==> src/hw/lsd_pkg.sv <==
// Shared constants and state encodings for the linear sensor drive timing pair
package lsd_pkg;

  // ---------------------------------------------------------------
  // Array geometry
  // ---------------------------------------------------------------
  localparam int PIX_W = 8;
  localparam int CNT_W = 9;
  localparam int VID_W = 16;
  localparam logic [CNT_W-1:0] PIXELS = 9'h100;

  // ---------------------------------------------------------------
  // Scan shape per variant, in sensor clock periods
  // ---------------------------------------------------------------
  localparam logic [3:0] SLOW_OVH     = 4'hA;
  localparam logic [3:0] SLOW_PER_PIX = 4'h8;
  localparam logic [3:0] FAST_OVH     = 4'h6;
  localparam logic [3:0] FAST_PER_PIX = 4'h1;
  localparam logic [3:0] PHASE_FIRST  = 4'h1;

  // Falls to wait after a reset edge: coincident with a fall, or not
  localparam logic [1:0] ALIGN_SYNC  = 2'h1;
  localparam logic [1:0] ALIGN_ASYNC = 2'h2;
  localparam logic [1:0] ALIGN_FIRE  = 2'h1;

  // Full scan lengths and slack for reset alignment
  localparam logic [15:0] SCAN_SLOW   = 16'h080A;
  localparam logic [15:0] SCAN_FAST   = 16'h0106;
  localparam logic [15:0] SCAN_MARGIN = 16'h0004;

  // ---------------------------------------------------------------
  // Timing at clk_sys
  // ---------------------------------------------------------------
  localparam int CLK_SYS_NS = 40;
  localparam int RST_MIN_NS = 6000;
  localparam int GAP_MIN_NS = 3000;
  localparam logic [7:0] RST_MIN_CYC = 8'((RST_MIN_NS + CLK_SYS_NS - 1) / CLK_SYS_NS);
  localparam logic [7:0] GAP_MIN_CYC = 8'((GAP_MIN_NS + CLK_SYS_NS - 1) / CLK_SYS_NS);
  // Sensor clock half period in clk_sys cycles: 25 MHz / 20 = 1.25 MHz
  localparam logic [3:0] SCLK_HALF   = 4'hA;

  // ---------------------------------------------------------------
  // State encodings
  // ---------------------------------------------------------------
  typedef enum logic [2:0] {
    LSD_S_IDLE = 3'h1,
    LSD_S_OVH  = 3'h2,
    LSD_S_PIX  = 3'h4
  } lsd_scan_e;

  typedef enum logic [3:0] {
    LSD_H_IDLE = 4'h1,
    LSD_H_HIGH = 4'h2,
    LSD_H_LOW  = 4'h4,
    LSD_H_GAP  = 4'h8
  } lsd_host_e;

endpackage

==> src/hw/lsd_if.sv <==
// Link between the timing generator and the sensor readout end
`timescale 1ns/10ps
interface lsd_if;
  logic                      sclk;
  logic                      srst;
  logic                      trig;
  logic [lsd_pkg::VID_W-1:0] vid;

  modport sensor (input sclk, input srst, output trig, output vid);
  modport timing (output sclk, output srst, input trig, input vid);
endinterface

==> src/hw/lsd_sensor.sv <==
// Sensor end: integration window and serial pixel readout driven by the link
`timescale 1ns/10ps
module lsd_sensor (
  // System
  input  wire logic                      clk_sys,
  input  wire logic                      sys_rst,
  // Link
  lsd_if.sensor                          lk,
  // User side
  input  wire logic                      fast_mode,
  input  wire logic [lsd_pkg::VID_W-1:0] pixel_level,
  output logic      [lsd_pkg::PIX_W-1:0] pixel_index,
  output logic                           integrating,
  output logic                           scan_busy,
  output logic                           scan_done
);

  // ---------------------------------------------------------------
  // Link edge detection
  // ---------------------------------------------------------------
  logic                      sclk_q;
  logic                      srst_q;
  logic                      sclk_fall;
  logic                      srst_rise;
  logic                      srst_fall;
  logic [1:0]                start_cnt;
  logic [1:0]                end_cnt;
  logic                      integ_go;
  logic                      scan_go;
  logic [3:0]                ovh_len;
  logic [3:0]                per_pix;
  logic [3:0]                phase;
  logic [lsd_pkg::CNT_W-1:0] pix_cnt;
  logic                      emit;
  logic                      finish;
  logic                      trig;
  logic [lsd_pkg::VID_W-1:0] vid;
  lsd_pkg::lsd_scan_e        state;

  always_ff @(posedge clk_sys) begin
    if (sys_rst) begin
      sclk_q <= 1'b0;
      srst_q <= 1'b0;
    end else begin
      sclk_q <= lk.sclk;
      srst_q <= lk.srst;
    end
  end

  assign sclk_fall = sclk_q & ~lk.sclk;
  assign srst_rise = ~srst_q & lk.srst;
  assign srst_fall = srst_q & ~lk.srst;

  // Edges are seen at clk_sys resolution only: a reset edge and a clock fall
  // count as coincident when both show in the same cycle

  // ---------------------------------------------------------------
  // Integration start and end alignment
  // ---------------------------------------------------------------
  // A fall in the same cycle as the reset edge arms the shorter wait
  always_ff @(posedge clk_sys) begin
    if (sys_rst) begin
      start_cnt <= 2'h0;
    end else if (srst_rise) begin
      start_cnt <= sclk_fall ? lsd_pkg::ALIGN_SYNC : lsd_pkg::ALIGN_ASYNC;
    end else if (sclk_fall && start_cnt != 2'h0) begin
      start_cnt <= start_cnt - 2'h1;
    end
  end

  // Both counters rest at zero once their wait has fired
  always_ff @(posedge clk_sys) begin
    if (sys_rst) begin
      end_cnt <= 2'h0;
    end else if (srst_fall) begin
      end_cnt <= sclk_fall ? lsd_pkg::ALIGN_SYNC : lsd_pkg::ALIGN_ASYNC;
    end else if (sclk_fall && end_cnt != 2'h0) begin
      end_cnt <= end_cnt - 2'h1;
    end
  end

  assign integ_go = sclk_fall && !srst_rise && start_cnt == lsd_pkg::ALIGN_FIRE;
  assign scan_go  = sclk_fall && !srst_fall && end_cnt == lsd_pkg::ALIGN_FIRE;

  // Integration window follows the reset pulse, so its span is set by the pulse timing
  always_ff @(posedge clk_sys) begin
    if (sys_rst) begin
      integrating <= 1'b0;
    end else if (integ_go) begin
      integrating <= 1'b1;
    end else if (scan_go) begin
      integrating <= 1'b0;
    end
  end

  // ---------------------------------------------------------------
  // Scan sequencer
  // ---------------------------------------------------------------
  // Slot lengths follow fast_mode directly; changing it during a scan
  // bends the slot in progress, so the user must hold it between lines
  always_comb begin
    ovh_len = fast_mode ? lsd_pkg::FAST_OVH : lsd_pkg::SLOW_OVH;
    per_pix = fast_mode ? lsd_pkg::FAST_PER_PIX : lsd_pkg::SLOW_PER_PIX;
  end

  assign emit = sclk_fall && (
                  (state == lsd_pkg::LSD_S_OVH && phase == ovh_len) ||
                  (state == lsd_pkg::LSD_S_PIX && phase == per_pix &&
                   pix_cnt != lsd_pkg::PIXELS));
  assign finish = sclk_fall && state == lsd_pkg::LSD_S_PIX && phase == per_pix &&
                  pix_cnt == lsd_pkg::PIXELS;

  // A new integration end restarts the scan; an unfinished one is lost
  // Scan starts only after the aligned end of integration, hence a little late
  always_ff @(posedge clk_sys) begin
    if (sys_rst) begin
      state <= lsd_pkg::LSD_S_IDLE;
    end else if (scan_go) begin
      state <= lsd_pkg::LSD_S_OVH;
    end else begin
      unique case (state)
        lsd_pkg::LSD_S_IDLE: begin
          state <= lsd_pkg::LSD_S_IDLE;
        end
        lsd_pkg::LSD_S_OVH: begin
          if (emit) begin
            state <= lsd_pkg::LSD_S_PIX;
          end
        end
        lsd_pkg::LSD_S_PIX: begin
          if (finish) begin
            state <= lsd_pkg::LSD_S_IDLE;
          end
        end
      endcase
    end
  end

  // Periods elapsed within the current overhead or pixel slot
  always_ff @(posedge clk_sys) begin
    if (sys_rst) begin
      phase <= lsd_pkg::PHASE_FIRST;
    end else if (scan_go || emit) begin
      phase <= lsd_pkg::PHASE_FIRST;
    end else if (sclk_fall && state != lsd_pkg::LSD_S_IDLE) begin
      phase <= phase + 4'h1;
    end
  end

  // Pixels emitted so far; one bit wider than the index so a full line shows
  always_ff @(posedge clk_sys) begin
    if (sys_rst) begin
      pix_cnt <= '0;
    end else if (scan_go) begin
      pix_cnt <= '0;
    end else if (emit) begin
      pix_cnt <= pix_cnt + 9'h001;
    end
  end

  // ---------------------------------------------------------------
  // Outputs
  // ---------------------------------------------------------------
  // Video is held between strobes so the capture side may read it late
  always_ff @(posedge clk_sys) begin
    if (sys_rst) begin
      trig <= 1'b0;
      vid  <= '0;
    end else begin
      trig <= emit;
      if (emit) begin
        vid <= pixel_level;
      end
    end
  end

  always_ff @(posedge clk_sys) begin
    if (sys_rst) begin
      scan_done   <= 1'b0;
      scan_busy   <= 1'b0;
      pixel_index <= '0;
    end else begin
      scan_done   <= finish;
      scan_busy   <= scan_go || (state != lsd_pkg::LSD_S_IDLE && !finish);
      // Index leads the strobe so the user level is ready in the emit cycle
      if (scan_go) begin
        pixel_index <= '0;
      end else if (emit) begin
        pixel_index <= pix_cnt[lsd_pkg::PIX_W-1:0] + 8'h01;
      end else begin
        pixel_index <= pix_cnt[lsd_pkg::PIX_W-1:0];
      end
    end
  end

  assign lk.trig = trig;
  assign lk.vid  = vid;

endmodule // lsd_sensor

==> src/flat_wrapper.sv <==
// flat-port wrapper written by rule: the top's interface ports become plain ports
module lsd_sensor_flat 
  (clk_sys, sys_rst, fast_mode, pixel_level, pixel_index, integrating, scan_busy, scan_done, lk_sclk, lk_srst, lk_trig, lk_vid);
  lsd_if lk_i ();
  input  wire logic clk_sys;
  input  wire logic sys_rst;
  input  wire logic fast_mode;
  input  wire logic [lsd_pkg::VID_W-1:0] pixel_level;
  output logic      [lsd_pkg::PIX_W-1:0] pixel_index;
  output logic integrating;
  output logic scan_busy;
  output logic scan_done;
  input wire logic [$bits(lk_i.sclk)-1:0] lk_sclk;
  input wire logic [$bits(lk_i.srst)-1:0] lk_srst;
  output wire logic [$bits(lk_i.trig)-1:0] lk_trig;
  output wire logic [$bits(lk_i.vid)-1:0] lk_vid;
  assign lk_i.sclk = lk_sclk;
  assign lk_i.srst = lk_srst;
  assign lk_trig = lk_i.trig;
  assign lk_vid = lk_i.vid;
  lsd_sensor u_core (.clk_sys(clk_sys), .sys_rst(sys_rst), .lk(lk_i), .fast_mode(fast_mode), .pixel_level(pixel_level), .pixel_index(pixel_index), .integrating(integrating), .scan_busy(scan_busy), .scan_done(scan_done));
endmodule
==> config.mk <==
export PLATFORM = sky130hd
export DESIGN_NAME = lsd_sensor_flat
export DESIGN_NICKNAME = d
export VERILOG_FILES = /design/src/hw/lsd_pkg.sv /design/src/hw/lsd_if.sv /design/src/hw/lsd_sensor.sv /design/src/flat_wrapper.sv
export SDC_FILE = /design/constraint.sdc
export NUM_CORES = 1
export LEC_CHECK = 0
export BUFFER_PORTS_ARGS = -buffer_cell sky130_fd_sc_hd__clkbuf_2
export CAP_MARGIN = 0
export CORE_ASPECT_RATIO = 0.75
export CORE_MARGIN = 2
export CORE_UTILIZATION = 59
export CTS_BUF_LIST = sky130_fd_sc_hd__clkbuf_4 sky130_fd_sc_hd__clkbuf_8
export DETAILED_ROUTE_END_ITERATION = 10
export PLACE_DENSITY_LB_ADDON = 0.2
export SLEW_MARGIN = 30
export SYNTH_ARGS = -nofsm -noshare
export SYNTH_HDL_FRONTEND = slang
export SYNTH_SLANG_ARGS = --single-unit
==> constraint.sdc <==
create_clock -name clk_sys -period 2.7 [get_ports clk_sys]
set_clock_uncertainty 0.15 [all_clocks]
set_input_delay 0.81 -clock clk_sys [delete_from_list [all_inputs] [get_ports clk_sys]]
set_output_delay 0.81 -clock clk_sys [all_outputs]
set_load 0.05 [all_outputs]
==> flow_summary.ini <==
[status]
status = finished clean

[cts]
clkTransAtPathRegs_ns = 0.08
ctsLongestPathBuffers = 2
root_buffer = clkbuf_8
cts_hold_buf = 0
htreeDepth = 2
cts_tree = built
cts_resized = 0
clock-sinks = 50
post_cts_buffers = 0
numCtsBuffers = 5
clock_latency_ns = 0.29

[worst_setup_path]
crit_arrival_ns = 2.13
path_cells = clkbuf_2 -> nor3b_2 -> o2111ai_4 -> buf_4 -> o211ai_1 -> nand2b_1
crit_fanout = 9
required_ns = 2.79
cp-start-kind = input port
crit_type = input port to flop
r2r_cells = 7
cp_slowest_cell = o211ai_1
critPathCaptureType = flop
cp_slowest_stage_delay_ns = 0.33

[drt]
via_per_inst = 5.18
firstDrtPassIters = 4
num_vias = 1770
antenna_left = 0
routed_wl_microns = 4230
wl_met1_microns = 2090
wl_met3_microns = 222
wl_per_cell_microns = 12.4
drt_iter0_markers = 47
drc = 0
highest_layer = met4
route.met2.wl_microns = 1890

[yosys]
syn_nets = 270
async_reset_ff_frac = 0
ys.flop_type = dfxtp_1
yosysWarnings = 0
synth-seq-area-share = 0.421
synthesis.area_sq_um = 2380
synthCells = 241
synth_edf_count = 0
ys_seq_elements = 50
synth.avg_cell_area_sq_um = 9.86
yosysUniqueCellTypes = 42

[pwr]
powerDensity_nw_per_um2 = 453
p_leak_nw = 1.21
peakVddDrop_mv = 0.348

[grt]
antenna_found_initial = 0
grt_max_degree = 39
grt_use_total = 0.203
grt_pass1_wl_microns = 7330
grt_overflow = 0
grt_pass1_vias = 1698

[finish]
fillers = 315
nets = 319
final_cell_mix = dfxtp_1, clkbuf_2, nand2b_1
antennaDiodeCount = 0
layout_commonest_cell = dfxtp_1
stdcell_area_sq_um = 2760
drive_gt1_frac = 0.245
area_delta_synth_final_pct = 16.0

[die]
start_util = 0.633
io_pins = 49
die_height_microns = 59.0
die_x_microns = 77.3
rows = 19
dieArea_sq_um = 4560
fp.coreArea_sq_um = 3760

[placement]
place_area_sq_um = 2670
gp_congestion = 0.866
io_buffers = 48
dp_hpwl_microns = 3030

[timing]
finalHoldViolations = 0
fmax_mhz = 490
relSlewSlack = 0.746
setup_tns_ns = 0
drv_slew = 0
min_period_ns = 2.04
final-setup-viol-count = 0
timing.final.crit_share = 0.756
tightestPinTransition_ns = 0.380
rsz0062_at_grt = false

[hold_path]
hold_depth = 2
hold_path_class = flop to flop

[job]
cap_viol_max_count = 0
==> registers in the layout (all words and copies together) (netlist names), 2 cells and up <==
name and flops:
u_core.state 3, u_core.pixel_index 8, u_core.end_cnt 2, u_core.phase 4
u_core.pix_cnt 9, u_core.start_cnt 2, u_core.lk.vid 16
==> cell usage after synthesis (2+ instances only) <==
| master | n | share of area |
|---|---|---|
| inv_1 | 9 | 0.014 |
| ha_1 | 8 | 0.042 |
| buf_2 | 3 | 0.0063 |
| clkbuf_1 | 6 | 0.0095 |
| mux2i_1 | 25 | 0.11 |
| and2_1 | 2 | 0.0053 |
| nor3_1 | 2 | 0.0042 |
| o211ai_1 | 4 | 0.013 |
| o21ai_0 | 4 | 0.0084 |
| nor3b_2 | 4 | 0.021 |
| dfxtp_1 | 50 | 0.42 |
| a21oi_1 | 12 | 0.025 |
| a21o_1 | 3 | 0.0095 |
| a211oi_1 | 2 | 0.0063 |
| nor4b_1 | 2 | 0.0074 |
| and3b_1 | 3 | 0.011 |
| nor2b_1 | 5 | 0.013 |
| nand3_1 | 6 | 0.013 |
| nor2_1 | 9 | 0.014 |
| xnor2_1 | 2 | 0.0074 |
| buf_6 | 2 | 0.0095 |
| nand2_1 | 15 | 0.024 |
| nand2b_1 | 44 | 0.12 |
==> power breakdown <==
group | total [mW] | switching (mW) | leakage (nW) | internal, mW
registers | 0.744 | 0.00251 | 0.404 | 0.741
clock network | 0.425 | 0.226 | 0.0452 | 0.199
logic | 0.0782 | 0.0408 | 0.757 | 0.0374
total | 1.25 | 0.269 | 1.21 | 0.978
==> cells by family after synthesis <==
| logic type | synth area share |
|---|---|
| multiplexers | 0.105 |
| AO/OA/AOI/OAI | 0.136 |
| flip-flops | 0.421 |
| adder cells (fa/ha/maj) | 0.0421 |
| AND/OR/NAND/NOR | 0.245 |
| buffers and inverters | 0.0395 |
| XOR/XNOR | 0.0111 |
==> layer usage <==
layer / GRT usage / vias to the layer above
met2: 0.338 / 45
met4: 0.0689 / 0
met5: 0 / -
met3: 0.0567 / 3
met1: 0.258 / 802
li1: - / 920
==> worst paths after layout <==
check / start / to / slack [ns]
setup / recovery: fast_mode / u_core.phase[0] / 0.66
hold / removal: u_core.lk.vid[8] / u_core.lk.vid[8] / 0.33
setup reg to reg: u_core.pix_cnt[0] / u_core.pixel_index[1] / 0.66
hold reg to reg: u_core.lk.vid[8] / u_core.lk.vid[8] / 0.33
==> layout make-up <==
type / instances / area, sq um / area share
clock buffers: 7 / 83.8 / 0.0304
inverters: 9 / 33.8 / 0.0123
multi-input cells: 171 / 1280 / 0.465
flip-flops and latches: 50 / 1000 / 0.363
well taps: 52 / 65.1 / 0.0236
repair buffers: 53 / 290 / 0.105
==> stage by stage <==
stage,hold slack (ns),util,setup WS [ns],std cells,total power [mW]
3_5_place_dp,0.317,0.711,0.341,335,0.839
6_report,0.330,0.734,0.659,342,1.25
5_1_grt,0.353,0.734,0.500,342,1.30
3_3_place_gp,0.309,0.711,0.397,335,0.836
2_1_floorplan,0.288,-,0.619,241,0.813
4_1_cts,0.327,0.734,0.639,342,1.26
==> worst max-delay path: cells and delay by family <==
kind / cells / cell delay (ns)
AOI/OAI and AO/OA: 2 / 0.58
and+or+nand+nor: 2 / 0.38
buffers and inverters: 2 / 0.35
(Power assumes the default switching activity.)
